===== src/logic/lvd_pkg.sv =====
package lvd_pkg;

  // register map (byte addresses on a 32-bit wishbone bus)
  localparam int unsigned ADDR_W = 4;
  localparam logic [ADDR_W-1:0] SUPPLY_MONITOR_CTRL_OFS = 4'h0;
  localparam logic [ADDR_W-1:0] IRQ_STATUS_OFS          = 4'h4;

  // supply_monitor_ctrl field positions
  localparam int unsigned FLAG_BIT   = 5;
  localparam int unsigned ON_BIT     = 4;
  localparam int unsigned THR_LSB    = 0;
  localparam int unsigned THR_W      = 3;

  // irq status register field positions
  localparam int unsigned IRQ_REQ_BIT    = 0;
  localparam int unsigned SHARED_REQ_BIT = 1;

  localparam logic [7:0]  CTRL_RESET     = 8'h00;
  localparam logic [31:0] READ_ZERO      = 32'h0000_0000;

  // timing in ns at 50 MHz
  localparam int unsigned CLK_PERIOD_NS       = 20;
  localparam int unsigned IRQ_ASSERT_DELAY_NS = 1000;
  localparam int unsigned IRQ_ASSERT_DELAY_CYC =
    (IRQ_ASSERT_DELAY_NS + CLK_PERIOD_NS - 1) / CLK_PERIOD_NS;

  // threshold codes, named in volts for reference
  typedef enum logic [2:0] {
    THR_1V8 = 3'h0,
    THR_2V0 = 3'h1,
    THR_2V4 = 3'h2,
    THR_2V7 = 3'h3,
    THR_3V0 = 3'h4,
    THR_3V3 = 3'h5,
    THR_3V6 = 3'h6,
    THR_4V0 = 3'h7
  } lvd_thr_type;

  typedef struct packed {
    logic        monitor_on;
    lvd_thr_type threshold_select;
  } lvd_ctrl_type;

  typedef enum logic [1:0] {
    ST_IDLE  = 2'h0,
    ST_DELAY = 2'h1,
    ST_HELD  = 2'h2
  } lvd_state_type;

  // threshold code to millivolts
  function automatic logic [11:0] lvd_thr_mv(input lvd_thr_type code);
    case (code)
      THR_1V8: lvd_thr_mv = 12'h708;
      THR_2V0: lvd_thr_mv = 12'h7D0;
      THR_2V4: lvd_thr_mv = 12'h960;
      THR_2V7: lvd_thr_mv = 12'hA8C;
      THR_3V0: lvd_thr_mv = 12'hBB8;
      THR_3V3: lvd_thr_mv = 12'hCE4;
      THR_3V6: lvd_thr_mv = 12'hE10;
      default: lvd_thr_mv = 12'hFA0;
    endcase
  endfunction

endpackage


===== src/logic/lvd_sync.sv =====
`timescale 1ns/1ns
module lvd_sync
  #(parameter int unsigned WIDTH = 1)
  (
  // clock and reset
  input  wire logic             clk_i,
  input  wire logic             rst_i,
  // async in, synchronous out
  input  wire logic [WIDTH-1:0] async_i,
  output logic      [WIDTH-1:0] sync_o
  );

  logic [WIDTH-1:0] meta_ff;
  logic [WIDTH-1:0] sync_ff;

  // first stage feeds only the second stage
  always_ff @(posedge clk_i) begin
    if (rst_i) begin
      meta_ff <= '0;
      sync_ff <= '0;
    end else begin
      meta_ff <= async_i;
      sync_ff <= meta_ff;
    end
  end

  assign sync_o = sync_ff;

endmodule


===== src/logic/lvd_ctrl.sv =====
`timescale 1ns/1ns
// Summary of operation
// The control word holds the read-only flag at bit 5, enable at bit 4, threshold at bits 2..0, all zero at reset.
// Threshold codes 000..111 select 1.8, 2.0, 2.4, 2.7, 3.0, 3.3, 3.6 and 4.0 volts.
// The flag reads one while the supply is below the selected level and zero when above.
// Setting enable turns the detector on and clearing it switches the detector off.
// In sleep the detector is off whatever the enable bit says.
// Software should wait a settle time after enabling and tolerate flag chatter near the level.
// The interrupt request rises only after a fixed delay from the flag going high; here a software write of one to the status request bit also sets it at once.
// The request feeds the shared interrupt; software may use it or poll the flag.
// A rising request wakes the device from idle; setting the request beforehand masks the wake.
// Bits 7, 6 and 3 of the control word always read zero.
// A wake pulse is made on every low-to-high change of the request, enabled or not.
// Servicing clears only the shared request; software clears the individual request itself.
// The comparator output is synchronised before use and writes to the flag bit are ignored.
module lvd_ctrl
  import lvd_pkg::*;
  #(parameter int unsigned DELAY_CYC = IRQ_ASSERT_DELAY_CYC)
  (
  // clock and reset
  input  wire logic              clk_i,
  input  wire logic              rst_i,
  // wishbone classic slave
  input  wire logic              cyc_i,
  input  wire logic              stb_i,
  input  wire logic              we_i,
  input  wire logic [ADDR_W-1:0] adr_i,
  input  wire logic [3:0]        sel_i,
  input  wire logic [31:0]       dat_i,
  output logic      [31:0]       dat_o,
  output logic                   ack_o,
  // analogue comparator side
  input  wire logic              comp_below_i,
  output logic                   comp_enable_o,
  output logic      [THR_W-1:0]  comp_threshold_o,
  output logic      [11:0]       comp_threshold_mv_o,
  // power mode and interrupt controller
  input  wire logic              sleep_i,
  input  wire logic              shared_irq_service_i,
  output logic                   undervoltage_irq_request_o,
  output logic                   shared_irq_request_o,
  output logic                   wake_o
  );

  lvd_ctrl_type  ctrl_ff;
  lvd_state_type state_ff;
  lvd_state_type nxt_state;
  logic [15:0]   delay_cnt_ff;
  logic          below_sync;
  logic          flag;
  logic          irq_req_ff;
  logic          irq_req_prev_ff;
  logic          shared_req_ff;
  logic          wake_ff;
  logic          ack_ff;
  logic [31:0]   dat_ff;
  logic          req;
  logic          wr_ctrl;
  logic          wr_stat;
  logic          delay_done;
  logic          irq_set;

  lvd_sync #(.WIDTH(1)) u_sync (
    .clk_i   (clk_i),
    .rst_i   (rst_i),
    .async_i (comp_below_i),
    .sync_o  (below_sync)
  );

  // single-cycle answer, ack drops the cycle after it was given
  assign req     = cyc_i && stb_i && !ack_ff;
  assign wr_ctrl = req && we_i && sel_i[0] && (adr_i == SUPPLY_MONITOR_CTRL_OFS);
  assign wr_stat = req && we_i && sel_i[0] && (adr_i == IRQ_STATUS_OFS);

  // detector powered only when enabled and not asleep
  assign comp_enable_o       = ctrl_ff.monitor_on && !sleep_i;
  assign comp_threshold_o    = ctrl_ff.threshold_select;
  assign comp_threshold_mv_o = lvd_thr_mv(ctrl_ff.threshold_select);
  // a disabled comparator output is meaningless, so the flag is forced low
  assign flag = below_sync && comp_enable_o;

  always_ff @(posedge clk_i) begin
    if (rst_i) begin
      ctrl_ff.monitor_on       <= CTRL_RESET[ON_BIT];
      ctrl_ff.threshold_select <= lvd_thr_type'(CTRL_RESET[THR_LSB +: THR_W]);
    end else if (wr_ctrl) begin
      // flag bit not writable
      ctrl_ff.monitor_on       <= dat_i[ON_BIT];
      ctrl_ff.threshold_select <= lvd_thr_type'(dat_i[THR_LSB +: THR_W]);
    end
  end

  assign delay_done = (delay_cnt_ff == 16'(DELAY_CYC - 1));

  always_comb begin
    nxt_state = state_ff;
    case (state_ff)
      ST_IDLE:  if (flag) nxt_state = ST_DELAY;
      ST_DELAY: begin
        if (!flag) begin
          nxt_state = ST_IDLE;
        end else if (delay_done) begin
          nxt_state = ST_HELD;
        end
      end
      ST_HELD:  if (!flag) nxt_state = ST_IDLE;
      default:  nxt_state = ST_IDLE;
    endcase
  end

  always_ff @(posedge clk_i) begin
    if (rst_i) begin
      state_ff <= ST_IDLE;
    end else begin
      state_ff <= nxt_state;
    end
  end

  // flag must stay high for the whole delay before the request is raised
  always_ff @(posedge clk_i) begin
    if (rst_i) begin
      delay_cnt_ff <= 16'h0000;
    end else if (state_ff == ST_DELAY && flag) begin
      delay_cnt_ff <= delay_cnt_ff + 16'h0001;
    end else begin
      delay_cnt_ff <= 16'h0000;
    end
  end

  assign irq_set = (state_ff == ST_DELAY) && flag && delay_done;

  // sticky request; hardware set wins over software write
  always_ff @(posedge clk_i) begin
    if (rst_i) begin
      irq_req_ff <= 1'b0;
    end else if (irq_set) begin
      irq_req_ff <= 1'b1;
    end else if (wr_stat) begin
      irq_req_ff <= dat_i[IRQ_REQ_BIT];
    end
  end

  // shared request: set on any individual rise, cleared by service
  always_ff @(posedge clk_i) begin
    if (rst_i) begin
      shared_req_ff <= 1'b0;
    end else if (irq_req_ff && !irq_req_prev_ff) begin
      shared_req_ff <= 1'b1;
    end else if (shared_irq_service_i) begin
      shared_req_ff <= 1'b0;
    end else if (wr_stat) begin
      shared_req_ff <= dat_i[SHARED_REQ_BIT];
    end
  end

  // wake pulse on low-to-high of the request, no enable involved
  always_ff @(posedge clk_i) begin
    if (rst_i) begin
      irq_req_prev_ff <= 1'b0;
      wake_ff         <= 1'b0;
    end else begin
      irq_req_prev_ff <= irq_req_ff;
      wake_ff         <= irq_req_ff && !irq_req_prev_ff;
    end
  end

  assign undervoltage_irq_request_o = irq_req_ff;
  assign shared_irq_request_o       = shared_req_ff;
  assign wake_o                     = wake_ff;

  // read mux; unimplemented bits and unmapped addresses read zero
  always_ff @(posedge clk_i) begin
    if (rst_i) begin
      ack_ff <= 1'b0;
      dat_ff <= READ_ZERO;
    end else begin
      ack_ff <= req;
      dat_ff <= READ_ZERO;
      if (req && !we_i) begin
        case (adr_i)
          SUPPLY_MONITOR_CTRL_OFS: begin
            dat_ff[FLAG_BIT]               <= flag;
            dat_ff[ON_BIT]                 <= ctrl_ff.monitor_on;
            dat_ff[THR_LSB +: THR_W]       <= ctrl_ff.threshold_select;
          end
          IRQ_STATUS_OFS: begin
            dat_ff[IRQ_REQ_BIT]    <= irq_req_ff;
            dat_ff[SHARED_REQ_BIT] <= shared_req_ff;
          end
          default: dat_ff <= READ_ZERO;
        endcase
      end
    end
  end

  assign ack_o = ack_ff;
  assign dat_o = dat_ff;

endmodule


===== config.mk =====
export PLATFORM = sky130hd
export DESIGN_NAME = lvd_ctrl
export DESIGN_NICKNAME = d
export VERILOG_FILES = /design/src/logic/lvd_pkg.sv /design/src/logic/lvd_sync.sv /design/src/logic/lvd_ctrl.sv
export SDC_FILE = /design/constraint.sdc
export NUM_CORES = 1
export LEC_CHECK = 0
export BUFFER_PORTS_ARGS = -buffer_cell sky130_fd_sc_hd__buf_2
export CORE_UTILIZATION = 44
export CTS_CLUSTER_SIZE = 28
export DETAILED_ROUTE_END_ITERATION = 10
export GPL_TIMING_DRIVEN = 0
export PLACE_DENSITY_LB_ADDON = 0.25
export SYNTH_ARGS = -nofsm -noshare
export SYNTH_HDL_FRONTEND = slang
export SYNTH_SLANG_ARGS = --single-unit

===== constraint.sdc =====
create_clock -name clk_i -period 1.84 [get_ports clk_i]
set_input_delay 0.276 -clock clk_i [delete_from_list [all_inputs] [get_ports clk_i]]
set_output_delay 0.276 -clock clk_i [all_outputs]
set_load 0.005 [all_outputs]

### Word-level counts from Yosys, hierarchy flattened

Cells that the tools add are included.

| cells by class | value |
|---|---|
| bitwise gates (word level) | 3 |
| add/subtract/negate cells | 1 |
| multipliers | 0 |
| eq/ne operators | 13 |
| order comparisons | 0 |
| shifts and indexed selects | 0 |
| reduce and logical (&&, ||, !) cells | 25 |
| div/mod/pow operators | 0 |
| muxes and demuxes | 12 |

Operators by type and width:

| kind | count |
|---|---|
| $pmux W12 S7 | 1 |
| $add A16 B1 Y16 const B | 1 |
| $eq A16 B6 Y1 const B | 1 |
| $logic_and A1 B1 Y1 | 12 |
| $eq A3 B3 Y1 const B | 3 |
| $mux W2 | 4 |
| $eq A3 B2 Y1 const B | 2 |
| $pmux W2 S3 | 1 |
| $mux W1 | 5 |
| $eq A4 B3 Y1 const B | 1 |
| $logic_not A1 Y1 | 4 |
| $logic_not A4 Y1 | 1 |
| $ne A2 B2 Y1 const B | 2 |
| $pmux W2 S2 | 1 |
| $reduce_or A2 Y1 | 2 |
| $eq A3 B1 Y1 const B | 1 |
| $logic_not A3 Y1 | 1 |
| $ne A3 B3 Y1 const B | 1 |
| $not A1 Y1 | 3 |
| $reduce_and A3 Y1 | 1 |
| $reduce_bool A3 Y1 | 1 |
| $reduce_or A3 Y1 | 1 |
| $eq A2 B1 Y1 const B | 1 |
| $eq A2 B2 Y1 const B | 1 |
| 2 further kinds | 2 |

| storage, ports and cells | value |
|---|---|
| output and inout bits | 52 |
| word-level logic and storage cells | 68 |
| bits in writable memories | 0 |
| ROM bits | 0 |
| latch bits | 0 |
| memories | 0 |
| register bits after elaboration | 61 |

### Logic depth before layout (Yosys ltp)

Gate-level depths: netlist of run 1.

| logic depth | value |
|---|---|
| depth after elaboration | 8 |
| mapped depth | 6 |

### Modules after synthesis

Synthesis of run 1 repeated with hierarchy kept, for this count alone.

| second synthesis, totals | value |
|---|---|
| cells, all modules | 192 |
| area total of the unflattened synthesis | 1759.2 um2 |

By module, submodules not included:

| module | instances | area each (um2) | cells an instance |
|---|---|---|---|
| lvd_ctrl | 1 | 1706.6 | 188 |
| lvd_sync | 1 | 52.6 | 4 |

### Least setup slack after synthesis of run 1

OpenSTA, ideal clock, no wires.

| timing | value |
|---|---|
| kind | in2reg |
| from | in adr_i[1] |
| to | reg ctrl_ff, in the netlist comp_threshold_o[0] |
| path buffers | 0 |
| setup slack | 0.419 ns |
| arrival | 1.293 ns |
| cell stages on the path | 4 |
| cells stage by stage | or3_4 > nor4_4 > mux2i_1 > nor2_1 |

| on the way | value |
|---|---|
| word-level cells in the longest chain between the ends | 2 |

Ends and longest elaborated chain:

| what | RTL line | text |
|---|---|---|
| start: declaration | lvd_ctrl.sv:27 | `input wire logic [ADDR_W-1:0] adr_i,` |
| $logic_not A4 Y1 | lvd_ctrl.sv:72 | `assign wr_ctrl = req && we_i && sel_i[0] && (adr_i == SUPPLY_MONITOR_CTRL_OFS);` |
| $logic_and A1 B1 Y1 | lvd_ctrl.sv:72 |  |
| end: declaration | lvd_ctrl.sv:45 | `lvd_ctrl_type ctrl_ff;` |

No other way between the ends.
A chain may end at the register's enable or synchronous reset.

### Worst setup path after layout of run 1

| timing | value |
|---|---|
| from | reg ctrl_ff, in the netlist comp_threshold_o[2] |
| to | out comp_threshold_mv_o[8] |

| on the way | value |
|---|---|
| word-level cells in the longest chain between the ends | 2 |
| elaborated cells on any way between the ends | 8 |
| classes of those cells | eq/ne (6); mux (1); reduce/logical (1) |

Ends and longest elaborated chain:

| what | RTL line | text |
|---|---|---|
| $eq A3 B3 Y1, or another cell as far along | lvd_pkg.sv:52 | `case (code)` |
| $pmux W12 S7 * | lvd_pkg.sv:52 |  |
| end: declaration | lvd_ctrl.sv:36 | `output logic [11:0] comp_threshold_mv_o,` |

Every way passes the cells marked *; elsewhere a longest branch is shown, timed or not.

==> results of run 1 <==
layer usage:
layer / GRT usage / wire length (um)
met3: 0.0625 / 179
met2: 0.229 / 1320
met1: 0.181 / 1380
met4: 0.0652 / 51
met5: 0 / 0
registers in the layout (all words and copies together), names as in the netlist:
signal / cells
state_ff: 2
u_sync.meta_ff: 1
comp_threshold_o: 3
irq_req_prev_ff: 1
delay_cnt_ff: 16
ack_o: 1
wake_o: 1
u_sync.sync_o: 1
shared_irq_request_o: 1
ctrl_ff: 1
dat_o: 5
undervoltage_irq_request_o: 1
critical path, cell delays in order (launching register included):
cell and delay [ns]:
dfxtp_1 0.35, inv_1 0.14, nand2_1 0.14, a21boi_0 0.23
a21oi_1 0.06, buf_2 0.13
report_power, final:
group	leakage, nW	internal, W	switching (W)	total, W
Sequential	0.274	0.000739	0.00000106	0.000740
Combinational	0.695	0.0000613	0.0000455	0.000107
Clock	0.0683	0.000543	0.000275	0.000818
Total	1.04	0.00134	0.000322	0.00166
path summary, 6_finish.rpt:
kind / startpoint / end / slack (ns) / cells past startpoint
min reg2reg: irq_req_prev_ff$_SDFF_PP0_ / wake_o$_SDFF_PP0_ / 0.43 / 1
min: shared_irq_service_i / shared_irq_request_o$_SDFFE_PP0P_ / 0.20 / 2
max: comp_threshold_o[2]$_SDFFE_PP0P_ / comp_threshold_mv_o[8] / 0.22 / 5
max reg2reg: ctrl_ff[3]$_SDFFE_PP0P_ / delay_cnt_ff[8]$_SDFF_PP0_ / 0.30 / 5
cells in the final DEF (no fill, tap or decap), drive strengths merged, types with 3 or more instances in the layout:
cell type,synthesis,routed
dfxtp,34,34
inv,4,4
or3,3,3
nor2b,4,4
nor3,3,3
nand2b,4,4
clkbuf,3,8
nand2,6,6
a21oi,4,4
conb,1,29
o21ai,3,3
nor2,22,22
and2,3,3
xor2,11,11
buf,37,75
nor4,3,3
nand4,7,7
nand3,5,5
mux2i,11,11
Yosys cell counts (all sizes together) (2+ instances only):
library cell	instances
nor4b	2
nand2b	4
nor4	3
and4	2
o21ai	3
ha	2
nand3	5
nor3b	2
mux2i	11
a21oi	4
and2	3
buf	37
nor2b	4
nand3b	2
or3	3
inv	4
nor2	22
clkbuf	3
dfxtp	34
nor3	3
nand2	6
and3	2
nand4	7
xor2	11
xnor2	2
kinds of logic after synthesis:
kind of cell               Yosys count
and+or+nand+nor                     73
buffers and inverters               44
DFF                                 34
xor gates and xnor gates            13
muxes                               12
AOI/OAI and AO/OA                   10
adders and majority gates            2
other                                1
through the flow:
stage                     hold slack [ns]  utilization  setup WS, ns  std cells  instance area, um2
after floorplan                     0.397            -         0.419        217                1880
after global placement              0.415        0.565         0.211        303                2130
after detailed placement            0.420        0.565         0.181        303                2130
after CTS                           0.181        0.601         0.206        311                2270
after global routing                0.192        0.601        0.0590        311                2270
final                               0.196        0.601         0.224        311                2270
cell type report:
type	count	area [um2]	share of cell area
multi-input combinational	139	903	0.398
sequential	34	681	0.300
buffer	40	280	0.124
timing repair buffer	38	190	0.0839
clock buffer	5	68.8	0.0304
clock inverter	3	68.8	0.0304
tap	48	60.1	0.0265
inverter	4	15.0	0.00662
==> key figures, run 1 <==
Logic synthesis
  – Post-synth ARST share: 0
  – Synth Area in Adders: 0.0141
  – #FFs+latches synth: 34
  – Syn Area/Cell: 9.39 um2
  – Largest cells by area after synthesis: dfxtp_1, buf_4, mux2i_1
  – Mapped Cells: 189
  – Seq/Total Area, Yosys: 0.384
  – Most used DFF post-synth: dfxtp_1
  – Synth top area share: 0.384
  – Post-synthesis mux area share: 0.0684
  – Main combinational cell family by area after synthesis: simple AND/OR/NAND/NOR gates
  – Synth Area in Compound Gates: 0.0374
  – Synth warn: 0
  – Syn Std Cell Area: 1770 um2
  – Area leader, netlist: dfxtp_1
  – Simple-gate area share of the yosys netlist: 0.264
  – Yosys cell types: 43
  – Number of synthesized flops with an enable pin: 0
  – Xor and xnor area share after synthesis: 0.0642

Critical path
  – Crit path arrival time: 1.34 ns
  – Startpoint types: register
  – Maximum fanout along the worst path: 6
  – CP required: 1.56 ns
  – CP Capture Type: primary output
  – Kind of critical path: reg -> out

Drt
  – Vias per cell: 4.31
  – 1st-iter DRT viols: 57
  – Via total after detailed routing: 1,341
  – Final wirelength: 2940 um
  – Post-route DRC: 0
  – First-pass DRT Iterations: 4
  – Wire per inst: 9.44 um
  – Routed Antenna Nets: 0

Clock tree
  – Clock sinks: 34
  – H-tree Lvls: 2
  – Post-cts hold buffer count: 0
  – Post_cts resized: 0
  – Clk root buf: clkbuf_8
  – Bufs on Longest Clock Path: 2
  – Clk Latency, worst-skew pair: 0.29 ns
  – CTS Buf Count: 5
  – CTS tree: done
  – Post-CTS Setup Bufs: 0
  – Clock transition at path regs: 0.07 ns

Floorplanning
  – Die height: 65.5 um
  – Row count: 22
  – Die W: 65.5 um
  – Core ar.: 3770 um2
  – Starting density of the core: 0.470
  – IO Pins: 100
  – Die area: 4290 um2

STA
  – Setup violations, final: 0
  – Fin crit period: 1.62 ns
  – RSZ-0062 raised after global routing: false
  – Peak Freq: 619 MHz
  – Final Max Tran Viols: 0
  – Final worst-path cycle share: 0.879
  – Clock Skew: 0.00596 ns
  – Setup TNS: 0 ns
  – Final-report hold violation count: 0

Power and ir drop
  – Tot Pwr: 0.00166 W
  – Leak pwr: 1.04 nW
  – Pwr Density: 734 nW/um2
  – VDD IR-drop max: 0.500 mV

Placed design
  – Dpl hpwl: 2200 um
  – Port Buffers: 38
  – Placer congestion estimate: 0.799

Global routing
  – Initial antenna violation count: 0
  – GR Overflow Total: 0
  – Largest net degree at the start of global routing: 13
  – Tot GR Track Use: 0.149
  – Vias in the first global route: 1,088
  – First-pass GRT wire length: 4780 um

Job
  – MaxCap Viol Count: 0

Cells and area
  – Fraction of layout cells with a size suffix above 1: 0.361
  – Area Growth Syn to Fin: 27.8%
  – Antenna cells: 0
  – Nets: 312
  – Fillcell total: 342

Hold path
  – Worst hold path type: in -> reg

Run status
  – Status: finished, final reports clean
Note: power is estimated with default switching activity, not from simulation.
==> inputs of run 2 (changes only) <==
--- a/config.mk
+++ b/config.mk
@@ -13,4 +13,5 @@
 export PLACE_DENSITY_LB_ADDON = 0.25
 export SYNTH_ARGS = -nofsm -noshare
 export SYNTH_HDL_FRONTEND = slang
+export SYNTH_HIERARCHICAL = 1
 export SYNTH_SLANG_ARGS = --single-unit
==> run 2 against run 1 <==
  * Flip-flop and latch count is the same
  * Sequential share of layout area grew 0.80 points
  * Clock power shrank 30%
  * Non-clock buffer count shrank 3
  * Power shrank 15%
  * Sequential power is essentially flat
  * Cell area shrank 2.4%
  * Area after synthesis shrank 0.85%
  * First-iteration DRC count shrank 32%
  * Hold slack lost 0.019 ns
  * Largest power group is now sequential cells
==> key figures, run 2 <==
Logic synthesis
  – Area leader, netlist: dfxtp_1 (unchanged)
  – Post-synth ARST share: 0 (unchanged)
  – Mapped Cells: 192 (was 189)
  – Yosys cell types: 45 (was 43)
  – Synth warn: 6 (was 0)
  – #FFs+latches synth: 34 (unchanged)
  – Cell with the most instances after synthesis: dfxtp_1
  – Syn Area/Cell: 9.16 um2 (was 9.39 um2)
  – Syn Std Cell Area: 1760 um2 (was 1770 um2)
  – Most used DFF post-synth: dfxtp_1 (unchanged)
  – Number of synthesized flops with an enable pin: 0 (unchanged)
  – Top cells by count, synth: dfxtp_1, buf_4, nor2_1, mux2i_1, xnor2_1 (was buf_4, dfxtp_1, nor2_1, mux2i_1, xor2_1)
  – Largest cells by area after synthesis: dfxtp_1, buf_4, mux2i_1 (unchanged)
  – Seq/Total Area, Yosys: 0.387 (was 0.384)
  – Synth top area share: 0.387 (was 0.384)

Clock tree
  – Bufs on Longest Clock Path: 2 (unchanged)
  – Clock sinks: 34 (unchanged)
  – CTS tree: done (unchanged)
  – H-tree Lvls: 2 (unchanged)
  – Post-cts hold buffer count: 0 (unchanged)
  – Clk Latency, worst-skew pair: 0.29 ns (about the same)
  – CTS Buf Count: 5 (unchanged)
  – Clock transition at path regs: 0.07 ns (about the same)
  – Clk root buf: clkbuf_8 (unchanged)

Cells and area
  – Antenna cells: 0 (unchanged)
  – Design area: 2210 um2 (was 2270 um2)
  – Final core occ: 0.591 (was 0.601)
  – Fraction of layout cells with a size suffix above 1: 0.342 (was 0.361)
  – Biggest register: delay_cnt_ff (unchanged)
  – Most frequent cells in the layout: buf_2, buf_4, dfxtp_1 (unchanged)
  – Most common cell after layout, fill and taps aside: buf_2 (unchanged)
  – Area Growth Syn to Fin: 25.7% (was 27.8%)
  – Nets: 315 (was 312)
  – Largest register FFs: 16 (unchanged)

Global routing
  – First-pass GRT wire length: 5240 um (was 4780 um)
  – Initial antenna violation count: 0 (unchanged)
  – Vias in the first global route: 1,235 (was 1,088)
  – Tot GR Track Use: 0.164 (was 0.149)
  – Largest net degree at the start of global routing: 12 (was 13)
  – GR Overflow Total: 0 (unchanged)

Drt
  – First-pass DRT Iterations: 4 (unchanged)
  – Post-route DRC: 0 (unchanged)
  – 1st-iter DRT viols: 39 (was 57)
  – Routed Antenna Nets: 0 (unchanged)
  – Vias per cell: 4.37 (was 4.31)
  – Wire per inst: 9.86 um (was 9.44 um)
  – Via total after detailed routing: 1,372 (was 1,341)
  – Final wirelength: 3100 um (was 2940 um)

Floorplanning
  – IO Pins: 100 (unchanged)
  – Die area: 4250 um2 (was 4290 um2)
  – Die height: 65.2 um (was 65.5 um)
  – Die W: 65.2 um (was 65.5 um)
  – Core ar.: 3740 um2 (was 3770 um2)
  – Row count: 22 (unchanged)
  – Starting density of the core: 0.470 (about the same)

Power and ir drop
  – Pwr Density: 641 nW/um2 (was 734 nW/um2)
  – VDD IR-drop max: 0.549 mV (was 0.500 mV)
  – Tot Pwr: 0.00142 W (was 0.00166 W)
  – Leak pwr: 0.972 nW (was 1.04 nW)

Critical path
  – Reg-to-Reg End: delay_cnt_ff[14]$_SDFF_PP0_ (was delay_cnt_ff[8]$_SDFF_PP0_)
  – Kind of critical path: reg -> reg (was reg -> out)
  – FF-to-FF path depth: 5 (unchanged)
  – Crit path arrival time: 1.93 ns (was 1.34 ns)
  – Startpoint types: register (unchanged)
  – Maximum fanout along the worst path: 7 (was 6)
  – CP required: 2.07 ns (was 1.56 ns)
  – Worst r2r src: delay_cnt_ff[1]$_SDFF_PP0_ (was ctrl_ff[3]$_SDFFE_PP0P_)
  – R2R setup slack: 0.14 ns (was 0.30 ns)
  – CP Capture Type: register (was primary output)

Run status
  – Status: finished, final reports clean (unchanged)

Hold path
  – Worst Hold Endpoint: dat_o[2]$_SDFF_PP0_ (was shared_irq_request_o$_SDFFE_PP0P_)
  – Hold Path Depth: 2 (unchanged)
  – Hold path start: adr_i[2] (was shared_irq_service_i)
  – Worst hold path type: in -> reg (unchanged)

STA
  – RSZ-0062 raised after global routing: false (unchanged)
  – Setup TNS: 0 ns (unchanged)
  – Final-report hold violation count: 0 (unchanged)
  – Fin crit period: 1.70 ns (was 1.62 ns)
  – Setup violations, final: 0 (unchanged)
  – Clock Skew: 0.00579 ns (was 0.00596 ns)
  – Peak Freq: 587 MHz (was 619 MHz)
  – Final worst-path cycle share: 0.927 (was 0.879)
  – Final Max Tran Viols: 0 (unchanged)

Job
  – MaxCap Viol Count: 0 (unchanged)

Placed design
  – Placer congestion estimate: 0.783 (was 0.799)
  – Port Buffers: 38 (unchanged)
  – Dpl cell area: 2110 um2 (was 2130 um2)
  – Dpl hpwl: 2340 um (was 2200 um)
-- run 2: cell types whose count changed after synthesis, sizes merged, moves of 2 or more --
cell	before	now
xor2	11	1
xnor2	2	10
nor3	3	9
inv	4	8
nand4	7	3
and2	3	1
and3	2	0
buf	37	35
nor4	3	5
-- run 2: cells by family (layout without fill, tap and decap cells) --
group / after synthesis / after routing / share of synthesized area
and+or+nand+nor: 73 / 73 / 0.248
AOI/OAI and AO/OA: 14 / 14 / 0.0505
muxes: 12 / 12 / 0.0697
DFF: 34 / 34 / 0.387
xor gates and xnor gates: 11 / 11 / 0.0548
other: 1 / 29 / 0.00213
adders and majority gates: 2 / 2 / 0.0142
buffers and inverters: 45 / 91 / 0.174
-- run 2: worst max path at each step --
| stage | startpoint | depth (start not counted) | slack, ns | end |
|---|---|---|---|---|
| floorplan | delay_cnt_ff[0]$_SDFF_PP0_ | 5 | 0.24 | delay_cnt_ff[14]$_SDFF_PP0_ |
| global placement | adr_i[1] | 5 | 0.09 | shared_irq_request_o$_SDFFE_PP0P_ |
| detailed placement | adr_i[1] | 5 | 0.08 | shared_irq_request_o$_SDFFE_PP0P_ |
| CTS | comp_threshold_o[0]$_SDFFE_PP0P_ | 3 | 0.05 | comp_threshold_mv_o[9] |
| global route | delay_cnt_ff[0]$_SDFF_PP0_ | 5 | 0.02 | delay_cnt_ff[14]$_SDFF_PP0_ |
| finish | delay_cnt_ff[1]$_SDFF_PP0_ | 5 | 0.14 | delay_cnt_ff[14]$_SDFF_PP0_ |
-- run 2: final cells by class --
type                       count  area, um2
multi-input combinational    141        878
tap                           48       60.1
fill                         357       1530
inverter                       8       30.0
timing repair buffer          38        190
clock inverter                 2       12.5
clock buffer                   6       82.6
buffer                        37        277
sequential                    34        682
-- run 2: metal layers --
metal,global-route usage,vias up,part of all wire
met3,0.0642,6,0.069
met4,0.0734,0,0.017
li1,-,738,-
met1,0.186,588,0.45
met5,0,-,0
met2,0.271,40,0.46
-- run 2: per-stage QoR --
stage,hold WS (ns),setup slack [ns],instances
after floorplan,0.348,0.236,220
after global placement,0.410,0.0944,306
after detailed placement,0.414,0.0781,306
after CTS,0.168,0.0530,314
after global routing,0.173,0.0167,314
final,0.177,0.135,314
-- run 2: timing repair --
item                                   CTS  global route
gates resized for setup                  0             3
buffers inserted                         0             0
setup endpoints to repair                0             4
endpoints found under the hold margin    0             0
-- run 2: where the power goes --
part	switching (W)	total, W	internal, W
Combinational	0.0000423	0.000105	0.0000623
Clock	0.000272	0.000572	0.000300
Sequential	0.00000147	0.000740	0.000739
Total	0.000316	0.00142	0.00110
-- run 2: critical path, stage by stage, from the launching register on --
cell and delay [ns]:
dfxtp_1 0.37, ha_1 0.22, nand3_2 0.18, or3_1 0.40, or3_1 0.35, a21oi_1 0.14
